--- config.mk ---
export PLATFORM = sky130hd
export DESIGN_NAME = ssc_regs
export DESIGN_NICKNAME = d
export VERILOG_FILES = /design/src/inc/ssc_pkg.sv /design/src/logic/ssc_regs.sv /design/src/logic/ssc_tick_gen.sv
export SDC_FILE = /design/constraint.sdc
export NUM_CORES = 1
export LEC_CHECK = 0
export ABC_CLOCK_PERIOD_IN_PS = 2700
export BUFFER_PORTS_ARGS = -buffer_cell sky130_fd_sc_hd__buf_4
export CORE_ASPECT_RATIO = 0.5
export CORE_UTILIZATION = 55
export CTS_CLUSTER_DIAMETER = 60
export CTS_CLUSTER_SIZE = 10
export DETAILED_ROUTE_END_ITERATION = 10
export PLACE_DENSITY = 0.86
export SETUP_SLACK_MARGIN = 0.02
export SYNTH_ARGS = -nofsm -noshare
export SYNTH_HDL_FRONTEND = slang
export SYNTH_SLANG_ARGS = --single-unit
--- constraint.sdc ---
create_clock -name clk -period 2.7 [get_ports clk]
set_clock_uncertainty 0.15 [all_clocks]
set_input_delay 0.54 -clock clk [delete_from_list [all_inputs] [get_ports clk]]
set_output_delay 0.54 -clock clk [all_outputs]
set_load 0.01 [all_outputs]
--- src/inc/ssc_pkg.sv ---
// constants for the sound-sync control register bank
// assumes a 25 MHz system clock and an 8-bit internal register port
package ssc_pkg;

  // register offsets on the control port
  localparam logic [7:0] SSC_GAIN_CTRL_OFS  = 8'h40;
  localparam logic [7:0] SSC_IN_BUF_OFS     = 8'h41;
  localparam logic [7:0] SSC_SND_CTRL_OFS   = 8'h42;
  localparam logic [7:0] SSC_OUT_SEL_OFS    = 8'h43;

  // reset values
  localparam logic [7:0] SSC_GAIN_CTRL_RST  = 8'h00;
  localparam logic [7:0] SSC_IN_BUF_RST     = 8'h00;
  localparam logic [7:0] SSC_SND_CTRL_RST   = 8'h00;
  localparam logic [7:0] SSC_OUT_SEL_RST    = 8'h00;

  // writable bit masks, undefined bits stay zero
  localparam logic [7:0] SSC_GAIN_CTRL_MASK = 8'h7f;
  localparam logic [7:0] SSC_IN_BUF_MASK    = 8'hff;
  localparam logic [7:0] SSC_SND_CTRL_MASK  = 8'hdf;
  localparam logic [7:0] SSC_OUT_SEL_MASK   = 8'h0f;

  // field positions
  localparam int SSC_AGC_EN_BIT      = 0;
  localparam int SSC_RISE_LSB        = 1;
  localparam int SSC_FALL_LSB        = 3;
  localparam int SSC_LOWER_HI_BIT    = 5;
  localparam int SSC_RAISE_HI_BIT    = 6;
  localparam int SSC_BUF_PWR_BIT     = 0;
  localparam int SSC_GAIN_LSB        = 1;
  localparam int SSC_PRE_MAN_BIT     = 6;
  localparam int SSC_PRE_INH_BIT     = 7;
  localparam int SSC_EFFECT_LSB      = 0;
  localparam int SSC_DECAY_LSB       = 3;
  localparam int SSC_PD_DIS_BIT      = 6;
  localparam int SSC_SRC_SEL_BIT     = 7;

  // automatic gain window around the programmed gain
  localparam logic signed [2:0] SSC_AGC_SPAN = 3'sd3;
  localparam logic [4:0]        SSC_GAIN_MAX = 5'h1f;

  // clock and times
  localparam int unsigned SSC_CLK_HZ        = 25_000_000;
  localparam int unsigned SSC_CYC_PER_US    = SSC_CLK_HZ / 1_000_000;
  localparam int unsigned SSC_FALL_T0_US    = 131_000;
  localparam int unsigned SSC_FALL_T1_US    = 262_000;
  localparam int unsigned SSC_FALL_T2_US    = 393_000;
  localparam int unsigned SSC_FALL_T3_US    = 524_000;
  localparam int unsigned SSC_RISE_T0_US    = 262_000;
  localparam int unsigned SSC_RISE_T1_US    = 524_000;
  localparam int unsigned SSC_RISE_T2_US    = 786_000;
  localparam int unsigned SSC_RISE_T3_US    = 1_049_000;
  localparam int unsigned SSC_DECAY_T0_US   = 10_000;
  localparam int unsigned SSC_DECAY_T1_US   = 20_000;
  localparam int unsigned SSC_DECAY_T2_US   = 40_000;
  localparam int unsigned SSC_DECAY_T3_US   = 80_000;
  localparam int unsigned SSC_FALL_C0       = SSC_FALL_T0_US * SSC_CYC_PER_US;
  localparam int unsigned SSC_FALL_C1       = SSC_FALL_T1_US * SSC_CYC_PER_US;
  localparam int unsigned SSC_FALL_C2       = SSC_FALL_T2_US * SSC_CYC_PER_US;
  localparam int unsigned SSC_FALL_C3       = SSC_FALL_T3_US * SSC_CYC_PER_US;
  localparam int unsigned SSC_RISE_C0       = SSC_RISE_T0_US * SSC_CYC_PER_US;
  localparam int unsigned SSC_RISE_C1       = SSC_RISE_T1_US * SSC_CYC_PER_US;
  localparam int unsigned SSC_RISE_C2       = SSC_RISE_T2_US * SSC_CYC_PER_US;
  localparam int unsigned SSC_RISE_C3       = SSC_RISE_T3_US * SSC_CYC_PER_US;
  localparam int unsigned SSC_DECAY_C0      = SSC_DECAY_T0_US * SSC_CYC_PER_US;
  localparam int unsigned SSC_DECAY_C1      = SSC_DECAY_T1_US * SSC_CYC_PER_US;
  localparam int unsigned SSC_DECAY_C2      = SSC_DECAY_T2_US * SSC_CYC_PER_US;
  localparam int unsigned SSC_DECAY_C3      = SSC_DECAY_T3_US * SSC_CYC_PER_US;

  // sound effect codes
  typedef enum logic [2:0] {
    SSC_FX_BAR        = 3'b000,
    SSC_FX_BAR_DIM    = 3'b001,
    SSC_FX_RUN        = 3'b010,
    SSC_FX_RUN_DIM    = 3'b011,
    SSC_FX_RGB        = 3'b100,
    SSC_FX_RGB_DIM    = 3'b101,
    SSC_FX_PAR_DIM    = 3'b110,
    SSC_FX_RESERVED   = 3'b111
  } ssc_effect_t;

endpackage : ssc_pkg

--- src/logic/ssc_regs.sv ---
// sound-sync control register bank: four 8-bit registers and derived controls
// assumes the serial control port front end presents single-cycle register
// read/write strobes on clk; level inputs from the analog path are asynchronous
`timescale 1ns/1ps

// Functional notes
// - agc enable bit turns gain control on
// - bit 6 raises gain-up switching threshold
// - bit 5 raises gain-down switching threshold
// - bits 4:3 pick gain fall decay time
// - bits 2:1 pick gain rise decay time
// - bits 5:1 set preamp gain, 1 dB steps
// - bit 0 powers the input buffer
// - bit 6 selects manual capacitor precharge
// - bit 7 inhibits precharge, manual mode only
// - bit 7 routes shared pin or output 4
// - pull-down only when enabled, unpowered, no sound
// - bits 4:3 pick 10 to 80 ms decay
// - codes 0 to 3 select bar effects
// - codes 4, 5 drive outputs 1-3 as colour
// - code 6 parallel dimming; code 7 never used
// - per-output bits choose pattern or sound control
// - automatic gain stays within 3 dB of code
module ssc_regs #(
  parameter int unsigned TIME_DIV = 1
) (
  // clock and reset
  input  wire logic       clk,
  input  wire logic       rst_n,
  // register port from the control interface
  input  wire logic [7:0] reg_addr,
  input  wire logic [7:0] reg_wdata,
  input  wire logic       reg_wr,
  input  wire logic       reg_rd,
  output logic      [7:0] reg_rdata,
  output logic            reg_rvalid,
  // state from the rest of the device, same clock
  input  wire logic       sound_mode_en,
  input  wire logic       auto_precharge_req,
  // level detector outputs from the preamplifier, asynchronous
  input  wire logic       level_above_raise,
  input  wire logic       level_above_lower,
  // gain control
  output logic            agc_active,
  output logic            raise_threshold_hi,
  output logic            lower_threshold_hi,
  output logic      [4:0] preamp_gain_eff,
  output logic            agc_rise_step,
  output logic            agc_fall_step,
  // input stage
  output logic            input_buffer_on,
  output logic            precharge_on,
  output logic            pulldown_on,
  output logic            sound_in_shared_pin,
  output logic            sound_in_out4_pin,
  // effect engine
  output logic            sound_decay_tick,
  output logic      [2:0] effect_mode,
  output logic            effect_dimming,
  output logic            effect_running,
  output logic            effect_colour,
  output logic      [3:0] out_sound_driven
);

  // ---------------- register storage ----------------
  logic [7:0] gain_control_setup_reg;
  logic [7:0] input_buffer_setup_reg;
  logic [7:0] sound_effect_control_reg;
  logic [7:0] output_sound_select_reg;

  logic       wr_gain_w;
  logic       wr_buf_w;
  logic       wr_snd_w;
  logic       wr_out_w;
  logic [7:0] rd_mux_w;

  assign wr_gain_w = reg_wr && (reg_addr == ssc_pkg::SSC_GAIN_CTRL_OFS);
  assign wr_buf_w  = reg_wr && (reg_addr == ssc_pkg::SSC_IN_BUF_OFS);
  assign wr_snd_w  = reg_wr && (reg_addr == ssc_pkg::SSC_SND_CTRL_OFS);
  assign wr_out_w  = reg_wr && (reg_addr == ssc_pkg::SSC_OUT_SEL_OFS);

  // unmapped addresses read back as zero
  assign rd_mux_w =
    (reg_addr == ssc_pkg::SSC_GAIN_CTRL_OFS) ? gain_control_setup_reg   :
    (reg_addr == ssc_pkg::SSC_IN_BUF_OFS)    ? input_buffer_setup_reg   :
    (reg_addr == ssc_pkg::SSC_SND_CTRL_OFS)  ? sound_effect_control_reg :
    (reg_addr == ssc_pkg::SSC_OUT_SEL_OFS)   ? output_sound_select_reg  :
    8'h00;

  always_ff @(posedge clk or negedge rst_n)
  begin
    if (!rst_n)
    begin
      gain_control_setup_reg   <= ssc_pkg::SSC_GAIN_CTRL_RST;
      input_buffer_setup_reg   <= ssc_pkg::SSC_IN_BUF_RST;
      sound_effect_control_reg <= ssc_pkg::SSC_SND_CTRL_RST;
      output_sound_select_reg  <= ssc_pkg::SSC_OUT_SEL_RST;
    end
    else
    begin
      if (wr_gain_w)
        gain_control_setup_reg <= reg_wdata & ssc_pkg::SSC_GAIN_CTRL_MASK;
      if (wr_buf_w)
        input_buffer_setup_reg <= reg_wdata & ssc_pkg::SSC_IN_BUF_MASK;
      if (wr_snd_w)
        sound_effect_control_reg <= reg_wdata & ssc_pkg::SSC_SND_CTRL_MASK;
      if (wr_out_w)
        output_sound_select_reg <= reg_wdata & ssc_pkg::SSC_OUT_SEL_MASK;
    end
  end

  // read data registered, valid one cycle after the strobe
  always_ff @(posedge clk or negedge rst_n)
  begin
    if (!rst_n)
    begin
      reg_rdata  <= 8'h00;
      reg_rvalid <= 1'b0;
    end
    else
    begin
      reg_rdata  <= reg_rd ? rd_mux_w : 8'h00;
      reg_rvalid <= reg_rd;
    end
  end

  // ---------------- field extraction ----------------
  logic       agc_en_w;
  logic [1:0] fall_sel_w;
  logic [1:0] rise_sel_w;
  logic [4:0] gain_code_w;
  logic       buf_pwr_w;
  logic       pre_man_w;
  logic       pre_inh_w;
  logic [2:0] fx_w;
  logic [1:0] decay_sel_w;
  logic       pd_dis_w;
  logic       src_sel_w;

  assign agc_en_w    = gain_control_setup_reg[ssc_pkg::SSC_AGC_EN_BIT];
  assign fall_sel_w  = gain_control_setup_reg[ssc_pkg::SSC_FALL_LSB +: 2];
  assign rise_sel_w  = gain_control_setup_reg[ssc_pkg::SSC_RISE_LSB +: 2];
  assign gain_code_w = input_buffer_setup_reg[ssc_pkg::SSC_GAIN_LSB +: 5];
  assign buf_pwr_w   = input_buffer_setup_reg[ssc_pkg::SSC_BUF_PWR_BIT];
  assign pre_man_w   = input_buffer_setup_reg[ssc_pkg::SSC_PRE_MAN_BIT];
  assign pre_inh_w   = input_buffer_setup_reg[ssc_pkg::SSC_PRE_INH_BIT];
  assign fx_w        = sound_effect_control_reg[ssc_pkg::SSC_EFFECT_LSB +: 3];
  assign decay_sel_w = sound_effect_control_reg[ssc_pkg::SSC_DECAY_LSB +: 2];
  assign pd_dis_w    = sound_effect_control_reg[ssc_pkg::SSC_PD_DIS_BIT];
  assign src_sel_w   = sound_effect_control_reg[ssc_pkg::SSC_SRC_SEL_BIT];

  // one of four period counts, scaled by TIME_DIV, used for all three timers
  function automatic logic [31:0] pick4(input logic [1:0] sel,
                                        input int unsigned c0,
                                        input int unsigned c1,
                                        input int unsigned c2,
                                        input int unsigned c3);
    logic [31:0] r;
    r = 32'(c0 / TIME_DIV);
    if (sel == 2'h1)
      r = 32'(c1 / TIME_DIV);
    else if (sel == 2'h2)
      r = 32'(c2 / TIME_DIV);
    else if (sel == 2'h3)
      r = 32'(c3 / TIME_DIV);
    return r;
  endfunction : pick4

  // ---------------- decay timers ----------------
  logic [31:0] fall_period_w;
  logic [31:0] rise_period_w;
  logic [31:0] decay_period_w;
  logic        fall_tick_w;
  logic        rise_tick_w;
  logic        decay_tick_w;

  assign fall_period_w  = pick4(fall_sel_w, ssc_pkg::SSC_FALL_C0, ssc_pkg::SSC_FALL_C1,
                                ssc_pkg::SSC_FALL_C2, ssc_pkg::SSC_FALL_C3);
  assign rise_period_w  = pick4(rise_sel_w, ssc_pkg::SSC_RISE_C0, ssc_pkg::SSC_RISE_C1,
                                ssc_pkg::SSC_RISE_C2, ssc_pkg::SSC_RISE_C3);
  assign decay_period_w = pick4(decay_sel_w, ssc_pkg::SSC_DECAY_C0, ssc_pkg::SSC_DECAY_C1,
                                ssc_pkg::SSC_DECAY_C2, ssc_pkg::SSC_DECAY_C3);

  ssc_tick_gen #(.W(32)) u_fall_tick (
    .clk    (clk),
    .rst_n  (rst_n),
    .run    (agc_en_w),
    .period (fall_period_w),
    .tick   (fall_tick_w)
  );

  ssc_tick_gen #(.W(32)) u_rise_tick (
    .clk    (clk),
    .rst_n  (rst_n),
    .run    (agc_en_w),
    .period (rise_period_w),
    .tick   (rise_tick_w)
  );

  ssc_tick_gen #(.W(32)) u_decay_tick (
    .clk    (clk),
    .rst_n  (rst_n),
    .run    (sound_mode_en),
    .period (decay_period_w),
    .tick   (decay_tick_w)
  );

  // ---------------- level detector synchronisers ----------------
  // a change is taken only once the second and third stages agree
  logic [2:0] raise_sync_reg;
  logic [2:0] lower_sync_reg;
  logic       raise_lvl_reg;
  logic       lower_lvl_reg;

  always_ff @(posedge clk or negedge rst_n)
  begin
    if (!rst_n)
    begin
      raise_sync_reg <= 3'h0;
      lower_sync_reg <= 3'h0;
      raise_lvl_reg  <= 1'b0;
      lower_lvl_reg  <= 1'b0;
    end
    else
    begin
      raise_sync_reg <= {raise_sync_reg[1:0], level_above_raise};
      lower_sync_reg <= {lower_sync_reg[1:0], level_above_lower};
      if (raise_sync_reg[1] == raise_sync_reg[2])
        raise_lvl_reg <= raise_sync_reg[2];
      if (lower_sync_reg[1] == lower_sync_reg[2])
        lower_lvl_reg <= lower_sync_reg[2];
    end
  end

  // ---------------- automatic gain ----------------
  // offset is relative to the programmed code so a new code restarts the loop
  logic signed [2:0] agc_ofs_reg;
  logic signed [2:0] agc_ofs_next;
  logic              gain_restart_w;

  function automatic logic [4:0] apply_ofs(input logic [4:0] code,
                                           input logic signed [2:0] ofs);
    logic signed [6:0] sum;
    sum = $signed({2'b00, code}) + 7'(ofs);
    if (sum < 7'sd0)
      return 5'h00;
    else if (sum > $signed({2'b00, ssc_pkg::SSC_GAIN_MAX}))
      return ssc_pkg::SSC_GAIN_MAX;
    else
      return sum[4:0];
  endfunction : apply_ofs

  assign gain_restart_w = wr_buf_w || !agc_en_w;

  // below the raise threshold the gain climbs; above the lower one it drops
  always_comb
  begin
    agc_ofs_next = agc_ofs_reg;
    if (fall_tick_w && lower_lvl_reg && (agc_ofs_reg > -ssc_pkg::SSC_AGC_SPAN))
      agc_ofs_next = agc_ofs_reg - 3'sd1;
    else if (rise_tick_w && !raise_lvl_reg && (agc_ofs_reg < ssc_pkg::SSC_AGC_SPAN))
      agc_ofs_next = agc_ofs_reg + 3'sd1;
  end

  always_ff @(posedge clk or negedge rst_n)
  begin
    if (!rst_n)
      agc_ofs_reg <= 3'sd0;
    else if (gain_restart_w)
      agc_ofs_reg <= 3'sd0;
    else
      agc_ofs_reg <= agc_ofs_next;
  end

  // ---------------- effect decode ----------------
  logic       fx_dim_w;
  logic       fx_run_w;
  logic       fx_rgb_w;
  logic [3:0] fx_used_w;
  logic       pd_w;
  logic       pre_w;

  assign fx_dim_w = (fx_w == ssc_pkg::SSC_FX_BAR_DIM) || (fx_w == ssc_pkg::SSC_FX_RUN_DIM)
                 || (fx_w == ssc_pkg::SSC_FX_RGB_DIM) || (fx_w == ssc_pkg::SSC_FX_PAR_DIM);
  assign fx_run_w = (fx_w == ssc_pkg::SSC_FX_RUN) || (fx_w == ssc_pkg::SSC_FX_RUN_DIM);
  assign fx_rgb_w = (fx_w == ssc_pkg::SSC_FX_RGB) || (fx_w == ssc_pkg::SSC_FX_RGB_DIM);
  // reserved code drives nothing so a stray write stays dark
  assign fx_used_w = (fx_w == ssc_pkg::SSC_FX_RESERVED) ? 4'h0 :
                     fx_rgb_w ? 4'h7 : 4'hf;
  assign pd_w  = !pd_dis_w && !buf_pwr_w && !sound_mode_en;
  assign pre_w = pre_man_w ? !pre_inh_w : auto_precharge_req;

  // ---------------- registered outputs ----------------
  always_ff @(posedge clk or negedge rst_n)
  begin
    if (!rst_n)
    begin
      agc_active          <= 1'b0;
      raise_threshold_hi  <= 1'b0;
      lower_threshold_hi  <= 1'b0;
      preamp_gain_eff     <= 5'h00;
      agc_rise_step       <= 1'b0;
      agc_fall_step       <= 1'b0;
      input_buffer_on     <= 1'b0;
      precharge_on        <= 1'b0;
      pulldown_on         <= 1'b0;
      sound_in_shared_pin <= 1'b0;
      sound_in_out4_pin   <= 1'b0;
      sound_decay_tick    <= 1'b0;
      effect_mode         <= 3'h0;
      effect_dimming      <= 1'b0;
      effect_running      <= 1'b0;
      effect_colour       <= 1'b0;
      out_sound_driven    <= 4'h0;
    end
    else
    begin
      agc_active          <= agc_en_w;
      raise_threshold_hi  <= gain_control_setup_reg[ssc_pkg::SSC_RAISE_HI_BIT];
      lower_threshold_hi  <= gain_control_setup_reg[ssc_pkg::SSC_LOWER_HI_BIT];
      preamp_gain_eff     <= apply_ofs(gain_code_w, agc_ofs_reg);
      agc_rise_step       <= rise_tick_w;
      agc_fall_step       <= fall_tick_w;
      input_buffer_on     <= buf_pwr_w;
      precharge_on        <= pre_w;
      pulldown_on         <= pd_w;
      sound_in_shared_pin <= sound_mode_en && !src_sel_w;
      sound_in_out4_pin   <= sound_mode_en && src_sel_w;
      sound_decay_tick    <= decay_tick_w;
      effect_mode         <= fx_w;
      effect_dimming      <= fx_dim_w;
      effect_running      <= fx_run_w;
      effect_colour       <= fx_rgb_w;
      out_sound_driven    <= output_sound_select_reg[3:0] & fx_used_w;
    end
  end

endmodule : ssc_regs

--- src/logic/ssc_tick_gen.sv ---
// periodic one-cycle enable pulse with a selectable period
// assumes period is held steady while run is high; a change restarts nothing
`timescale 1ns/1ps
module ssc_tick_gen #(
  parameter int W = 32
) (
  // clock and reset
  input  wire logic         clk,
  input  wire logic         rst_n,
  // control
  input  wire logic         run,
  input  wire logic [W-1:0] period,
  // pulse
  output logic              tick
);

  logic [W-1:0] cnt_reg;
  logic         last_w;

  assign last_w = (cnt_reg >= period - W'(1));

  always_ff @(posedge clk or negedge rst_n)
  begin
    if (!rst_n)
    begin
      cnt_reg <= '0;
      tick    <= 1'b0;
    end
    else if (!run)
    begin
      cnt_reg <= '0;
      tick    <= 1'b0;
    end
    else
    begin
      cnt_reg <= last_w ? '0 : cnt_reg + W'(1);
      tick    <= last_w;
    end
  end

endmodule : ssc_tick_gen

Word-level counts from Yosys, hierarchy flattened
Cells that the tools add are included.
{"block": "totals", "regBits": 171, "inputBits": 24, "output_inout_bits": 35, "elab_cells": 130}
{"block": "classes", "add_sub_neg": 9, "magnitude_cmp": 7, "eq_ne": 22, "mux": 31, "bitwise_logic": 1, "reduce_logical": 26}
{"operator": "2-to-1 mux 32 bit", "count": 6}
{"operator": "adder 32 x 1 -> 32 bit (second input constant)", "count": 3}
{"operator": "greater-or-equal comparator 32 bit", "count": 3}
{"operator": "2-to-1 mux 25 bit", "count": 3}
{"operator": "2-to-1 mux 24 bit", "count": 3}
{"operator": "2-to-1 mux 21 bit", "count": 3}
{"operator": "== test 8 x 7 -> 1 bit (second input constant)", "count": 4}
{"operator": "2-to-1 mux 8 bit", "count": 4}
{"operator": "subtractor 25 x 1 -> 26 bit (second input constant)", "count": 1}
{"operator": "subtractor 24 x 1 -> 25 bit (second input constant)", "count": 1}
{"operator": "subtractor 21 x 1 -> 22 bit (second input constant)", "count": 1}
{"operator": "== test 2 bit (second input constant)", "count": 6}
{"operator": "== test 3 bit (second input constant)", "count": 4}
{"operator": "logical AND 1 bit", "count": 12}
{"operator": "2-to-1 mux 4 bit", "count": 3}
{"operator": "2-to-1 mux 5 bit", "count": 2}
{"operator": "2-to-1 mux 3 bit", "count": 3}
{"operator": "adder 6 x 3 -> 7 bit", "count": 1}
{"operator": "greater-than comparator 7 x 6 -> 1 bit (second input constant)", "count": 1}
{"operator": "zero test 1 bit", "count": 7}
{"operator": "< comparator 7 x 1 -> 1 bit (second input constant)", "count": 1}
{"operator": "== test 2 x 1 -> 1 bit (second input constant)", "count": 3}
{"operator": "== test 3 x 2 -> 1 bit (second input constant)", "count": 2}
{"operator": "logical OR 1 bit", "count": 6}
{"operator": "9 further kinds", "count": 13}

Longest topological paths before layout
Gate-level depths: netlist (run 1).
{"block": "logic_depth", "word_depth": 8, "mapped_depth": 11, "ltp_nobuf": 10}

Hierarchy
A second synthesis (run 1) with hierarchy kept.
{"block": "unflattened", "cells_unflattened": 1206, "hier_area_um2": 11634.9}
{"module": "ssc_tick_gen at u_fall_tick ...", "n_inst": 2, "cells_per_inst": 314, "area_per_inst_um2": 2793.9, "seq_area_each_um2": 825.8}
{"module": "ssc_regs", "n_inst": 1, "cells_per_inst": 248, "area_per_inst_um2": 3108.0, "seq_area_each_um2": 1801.7}
{"module": "ssc_tick_gen at u_decay_tick", "n_inst": 1, "cells_per_inst": 330, "area_per_inst_um2": 2939.1, "seq_area_each_um2": 825.8}

Worst setup path after synthesis (run 1)
OpenSTA, ideal clock, no wires.
{"block": "synth_timing", "path_kind": "reg2reg", "start": "register gain_control_setup_reg[1]", "end": "register u_rise_tick.cnt_reg[16]", "setup_time_ns": 0.151, "arrival_time_ns": 2.442, "required_time_ns": 2.399, "slack_ns": -0.043, "path_stages_with_launch": 11, "path_buffers": 1, "synth_period_minus_slack_ns": 2.743, "cell_sequence": "dfrtp_1 > ha_1 > inv_1 > and3_1 > ha_1 > nand3_1 > a21oi_1 > o21ai_1 > a2111oi_4 > buf_4 > nor4_2"}
{"block": "synth_between", "elab_chain_len": 8, "word_cells_on_any_way": 10, "cone_classes": "add/sub: 1; order compare: 1; eq/ne: 3; mux: 5"}
{"item": "start, declared", "line_no": "ssc_regs.sv:66", "rtl": "logic [7:0] gain_control_setup_reg;"}
{"item": "start signal, assigned", "line_no": "ssc_regs.sv:94", "rtl": "gain_control_setup_reg <= ssc_pkg::SSC_GAIN_CTRL_RST;"}
{"item": "start signal, assigned", "line_no": "ssc_regs.sv:102", "rtl": "gain_control_setup_reg <= reg_wdata & ssc_pkg::SSC_GAIN_CTRL_MASK;"}
{"item": "== test 2 bit", "line_no": "ssc_regs.sv:164", "rtl": "else if (sel == 2'h3)"}
{"item": "2-to-1 mux 25 bit", "line_no": "ssc_regs.sv:164"}
{"item": "2-to-1 mux 25 bit", "line_no": "ssc_regs.sv:162", "rtl": "else if (sel == 2'h2)"}
{"item": "2-to-1 mux 25 bit *", "line_no": "ssc_regs.sv:160", "rtl": "if (sel == 2'h1)"}
{"item": "subtractor 25 x 1 -> 26 bit *", "line_no": "ssc_tick_gen.sv:20", "rtl": "assign last_w = (cnt_reg >= period - W'(1));"}
{"item": "greater-or-equal comparator 32 bit *", "line_no": "ssc_tick_gen.sv:20"}
{"item": "2-to-1 mux 32 bit *", "line_no": "ssc_tick_gen.sv:36", "rtl": "cnt_reg <= last_w ? '0 : cnt_reg + W'(1);"}
{"item": "2-to-1 mux 32 bit *", "line_no": "ssc_tick_gen.sv:29", "rtl": "else if (!run)"}
{"item": "end signal, assigned", "line_no": "ssc_tick_gen.sv:36"}
{"item": "end, declared", "line_no": "ssc_tick_gen.sv:17", "rtl": "logic [W-1:0] cnt_reg;"}
Mark *: on every way between the ends. The rest lies on a longest branch, timed or not.
A chain may end at the register's enable or synchronous reset.

Worst setup path after layout (run 1)
{"block": "layout_timing", "start": "register gain_control_setup_reg[2]", "end": "register u_rise_tick.cnt_reg[0]"}
Same word-level chain as after synthesis.

==> flow_summary.ini, run 1 <==
[sta]
worstMarginPinSlew_ps = 1390
rsz0062_at_grt = yes
slew_headroom = 0.0693
final_max_slew_viol_count = 0
final_hold_viol_count = 0
min_period_ps = 2780
tns_ps = -2020
setup_viol = 45
clock.fmax_ghz = 0.360
worst_slack_ps = -81.6
post-route-period-util = 1.03

[critical_path]
path_class = reg2reg
ff2ff_setup_slack_ps = -80
reg2reg_depth = 11
worstPathArrival_ps = 2880
required_ps = 2800
end_kind = flip-flop
worst-path-max-fanout = 8
max_stage_delay_ps = 500
slowest_stage = a2111oi_4
rr_endpoint = u_rise_tick.cnt_reg[0]
path_cells = buf_6 -> ha_4 -> and3_4 -> ha_4 -> nand3_2 -> a21oi_2 -> o21ai_2 -> a2111oi_4 -> buf_6 -> clkbuf_16 -> nor4_2
cp-start-kind = flip-flop
reg2reg_from = gain_control_setup_reg[2]

[global_route]
grt-busiest-layer = met2
grt_use_met3 = 0.0576
grt_max_degree = 56
grt_pass1_vias = 7170
gr-usage-met2 = 0.475
antenna_found_initial = 0
overflow = 0
track_usage = 0.275
grt_first_pass_wirelength_mm = 35.6
use_met1 = 0.325

[floorplan]
num_rows = 32
start_util = 0.569
die_h_um = 91.8
die-area_um2 = 16700
fp.dieW_um = 182
core_area_um2 = 15600
num_io_pins = 59

[clock_tree]
root_buffer = clkbuf_16
clkLatencyLatePin_ps = 440
cts_buffer_depth = 2
clock-sinks = 171
cts_tree = built
numCtsBuffers = 17
htree_levels = 4
cts.clk_slew.worst_paths_ps = 80

[synthesis]
yosysUniqueCellTypes = 65
synth.most_common_cell = dfrtp_1
synth_edf_count = 0
ys_warn_count = 0
synth.largest_area_cell = dfrtp_1
synth.area.mux_share = 0.0373
synthTopCellsByCount = dfrtp_1, ha_1, nor2_1
synth-seq-cells = 171
synthSimpleGateAreaFrac = 0.205
synthTopCellsByArea = dfrtp_1, ha_1, xor2_1, xnor2_1, mux2_2
synthArstFlopShare = 1.00
synthXorXnorAreaFrac = 0.0702
synth_ff_type = dfrtp_1
synth_compound_area_frac = 0.0596
synth_top_family_by_area = simple AND/OR/NAND/NOR gates
ys_seq_area_frac = 0.483
avgSynthCellArea_um2 = 11.2
synthAdderAreaFrac = 0.116
synth_top_area_frac = 0.483
syn_inst = 791
netlist_area_um2 = 8860

[drt]
totalWireLength_mm = 24.5
firstDrtPassIters = 6
vias = 7183
drc = 0
drtIter0Drc = 718
final_antenna_net_count = 0
vias_per_cell = 6.26
avgRoutedWirePerCell_um = 21.4

[layout]
area_growth_pct = 27.2
final_cell_area_um2 = 11300
final_nets = 1034
final_layout_size_suffix_gt1_frac = 0.305
diodes = 0

[flow_run]
cap_violations = 0

[status]
outcome = finished with violations
violations = setup timing

[place]
portBuffers = 58
dpl_cell_area_um2 = 9840
gp_congestion = 0.925
dp_hpwl_mm = 13.6

[pwr]
p_total_mw = 5.66
ir_worst_vdd_mv = 0.468
power_density_nw_per_um2 = 502
leakage_nw = 4.96

[hold_path]
holdPathStages = 1
hold_class = in2reg
min_from = level_above_raise
hold_end = raise_sync_reg[0]
[logic make-up (layout without fill, tap and decap cells)]
logic type | after synthesis | in the layout
fa+ha+maj | 81 | 81
flops | 171 | 171
other cells | 2 | 24
compound gates | 77 | 77
simple gates | 304 | 304
buf+inv | 55 | 186
xor+xnor | 71 | 71
mux | 30 | 30
[what timing repair did]
item / 4_1_cts / 5_1_grt
buffers inserted: 6 / 13
gates cloned: 2 / 6
setup endpoints to repair: 75 / 76
pin swaps: 13 / 39
hold buffers: 1 / 0
resized for setup: 30 / 79
hold endpoints to repair: 52 / 0
[how the worst max path moves through the flow]
| stage | endpoint | startpoint | slack, ps | cells past startpoint |
|---|---|---|---|---|
| floorplan | u_decay_tick.cnt_reg[17] | sound_effect_control_reg[3] | 50 | 10 |
| global placement | u_rise_tick.cnt_reg[15] | gain_control_setup_reg[1] | 40 | 10 |
| detailed placement | u_decay_tick.cnt_reg[17] | sound_effect_control_reg[3] | -150 | 10 |
| CTS | u_decay_tick.cnt_reg[17] | sound_effect_control_reg[3] | -3 | 10 |
| global route | u_decay_tick.cnt_reg[11] | sound_effect_control_reg[4] | -260 | 11 |
| finish | u_rise_tick.cnt_reg[0] | gain_control_setup_reg[2] | -80 | 11 |
[per-stage QoR]
step	setup slack, ps	cells	util	hold WS [ps]
5_1_grt	-255	1148	0.724	47.9
6_report	-81.6	1148	0.724	47.9
3_3_place_gp	41.5	1088	0.632	182
2_1_floorplan	49.3	813	-	94.4
3_5_place_dp	-148	1088	0.632	185
4_1_cts	-3.41	1129	0.683	46.6
[final cells by class]
type | count | area, um^2
Inverter | 33 | 131
Sequential cell | 171 | 4280
Tap cell | 204 | 255
Timing Repair Buffer | 121 | 1090
Clock buffer | 18 | 429
Multi-Input combinational cell | 587 | 4900
Clock inverter | 14 | 181
Fill cell | 862 | 4300
[routing by layer]
metal | wire length (um) | part of all wire | vias up
li1 | - | - | 3092
met1 | 9520 | 0.39 | 3636
met2 | 12500 | 0.51 | 342
met3 | 1340 | 0.055 | 113
met4 | 1210 | 0.049 | 0
met5 | 0 | 0 | -
[layout by cell type (no fill, tap or decap), drive strengths merged, types with 25 or more instances in the layout]
cell	count
ha	77
nand3	43
nor4	31
a21oi	25
nor2	66
dfrtp	171
xnor2	32
nand2	45
xor2	39
inv	39
buf	116
nor3	31
[power by group]
part           internal [mW]  switching, mW  leakage, nW
Clock                   1.48           1.11        0.297
Sequential              2.63         0.0488         2.27
Combinational          0.173          0.226         2.39
Total                   4.28           1.38         4.96
[critical path: cells and delay by family (launching register included)]
kind | cells | cell delay (ps)
and+or+nand+nor | 3 | 290
buffers and inverters | 3 | 520
adders and majority gates | 2 | 440
DFF | 1 | 470
AOI/OAI and AO/OA | 3 | 720
Note: power is estimated with default switching activity, not from simulation.
==> run 2: changes to the inputs <==
--- a/config.mk
+++ b/config.mk
@@ -7,7 +7,6 @@
 export LEC_CHECK = 0
 export ABC_CLOCK_PERIOD_IN_PS = 2700
 export BUFFER_PORTS_ARGS = -buffer_cell sky130_fd_sc_hd__buf_4
-export CORE_ASPECT_RATIO = 0.5
 export CORE_UTILIZATION = 55
 export CTS_CLUSTER_DIAMETER = 60
 export CTS_CLUSTER_SIZE = 10
==> constraint.sdc (replaced) <==
create_clock -name clk -period 2.7 [get_ports clk]
set_clock_uncertainty 0.15 [all_clocks]
set_input_delay 0.27 -clock clk [delete_from_list [all_inputs] [get_ports clk]]
set_output_delay 0.27 -clock clk [all_outputs]
set_load 0.01 [all_outputs]
==> flow_summary.ini, run 2 (synthesis gave the netlist of run 1 again) <==
[critical_path]
required_ps = 2860
end_kind = flip-flop
rr_endpoint = u_fall_tick.cnt_reg[7]
crit_start = gain_control_setup_reg[4]
path_class = reg2reg
worstPathArrival_ps = 2850
ff2ff_setup_slack_ps = 4
reg2reg_depth = 9
worst-path-max-fanout = 7
reg2reg_from = gain_control_setup_reg[4]
cp-start-kind = flip-flop

[hold_path]
hold_end = reg_rdata[3]
hold_class = in2reg
min_from = reg_addr[0]
holdPathStages = 2

[layout]
fin_util = 0.713
area_growth_pct = 27.4
layout_commonest_cell = dfrtp_1
final_layout_size_suffix_gt1_frac = 0.283
final_nets = 1030
diodes = 0
layout_common_cells = dfrtp_1, buf_4, ha_1

[sta]
clock.fmax_ghz = 0.371
slew_headroom = 0.0529
post-route-period-util = 0.998
min_period_ps = 2700
setup_viol = 0
worstMarginPinSlew_ps = 1420
rsz0062_at_grt = yes
hold_slack_ps = 39.8
final_hold_viol_count = 0
final_max_slew_viol_count = 0
worst_slack_ps = 4.48

[place]
dp_hpwl_mm = 12.9
portBuffers = 58
dp_slack_ps = -82.9
gp_congestion = 0.863

[flow_run]
cap_violations = 0

[floorplan]
num_rows = 46
core_area_um2 = 15800
die_h_um = 129
fp.dieW_um = 129
start_util = 0.560
num_io_pins = 59
die-area_um2 = 16600

[global_route]
track_usage = 0.242
overflow = 0
grt_max_degree = 62
grt_first_pass_wirelength_mm = 31.2
antenna_found_initial = 0
grt_pass1_vias = 6439

[clock_tree]
clkLatencyLatePin_ps = 430
numCtsBuffers = 17
clock-sinks = 171
cts.clk_slew.worst_paths_ps = 60
cts_buffer_depth = 2
cts_tree = built
htree_levels = 4
root_buffer = clkbuf_16

[drt]
final_antenna_net_count = 0
drtIter0Drc = 416
vias = 6861
totalWireLength_mm = 22.0
avgRoutedWirePerCell_um = 19.0
vias_per_cell = 5.94
firstDrtPassIters = 7
drc = 0

[status]
outcome = complete, no violations

[pwr]
leakage_nw = 4.95
p_total_mw = 5.54
power_density_nw_per_um2 = 491
ir_worst_vdd_mv = 0.506
[run 2: cell types whose count changed in the layout (fill, tap and decap cells not counted), moves of 3 or more]
cell | before | now
clkinv_2 | 1 | 4
dlygate4sd3_1 | 1 | 12
inv_6 | 6 | 1
nor2_1 | 57 | 53
nor4_2 | 21 | 17
nor2_2 | 9 | 6
buf_8 | 0 | 3
ha_1 | 56 | 60
buf_4 | 96 | 83
nor2_4 | 0 | 7
[run 2: cell type report]
type / count / area, um^2
Clock inverter: 11 / 144
Sequential cell: 171 / 4280
Multi-Input combinational cell: 587 / 4950
Inverter: 33 / 126
Fill cell: 960 / 4540
Clock buffer: 20 / 447
Tap cell: 216 / 270
Timing Repair Buffer: 117 / 1070
[run 2: worst max-delay path by stage]
| stage | end | slack, ps | cells past startpoint |
|---|---|---|---|
| final | u_fall_tick.cnt_reg[7] | 4 | 9 |
| after global routing | u_rise_tick.cnt_reg[3] | -110 | 11 |
| after CTS | u_decay_tick.cnt_reg[0] | -6 | 10 |
| after detailed placement | u_decay_tick.cnt_reg[14] | -80 | 11 |
| after global placement | u_decay_tick.cnt_reg[17] | 30 | 10 |
| after floorplan | u_decay_tick.cnt_reg[17] | 50 | 10 |
[run 2: what timing repair did]
item | in CTS | in global routing
cloned | 0 | 5
endpoints found under the setup margin | 41 | 76
buffers inserted | 1 | 8
endpoints found under the hold margin | 86 | 0
pin swaps | 2 | 26
hold buffers | 12 | 0
resized for setup | 12 | 112
[run 2: critical path: stages, from the launching register on]
cell and delay, ps:
dfrtp_2 420, inv_2 60, ha_2 180, o21bai_4 170, ha_1 310, nand4b_1 110, o31a_1 330, o211ai_1 490
clkbuf_16 300, nor2_4 40
[run 2: through the flow]
step / setup TNS (ps) / cells / instance area, um^2
after floorplan: 0 / 813 / 8950
after global placement: 0 / 1098 / 9810
after detailed placement: -549 / 1098 / 9810
after CTS: -5.78 / 1142 / 10600
after global routing: -4070 / 1155 / 11300
final: 0 / 1155 / 11300
[run 2: routing by layer]
layer  track usage  vias up  part of all wire
met2         0.392      266              0.50
met5             0        -                 0
met3        0.0528       83             0.054
met1         0.313     3437              0.41
li1              -     3075                 -
met4         0.110        0             0.041
[run 2: power breakdown]
part / internal [mW] / switching [mW]
registers: 2.63 / 0.0442
clock network: 1.47 / 1.01
logic: 0.170 / 0.212
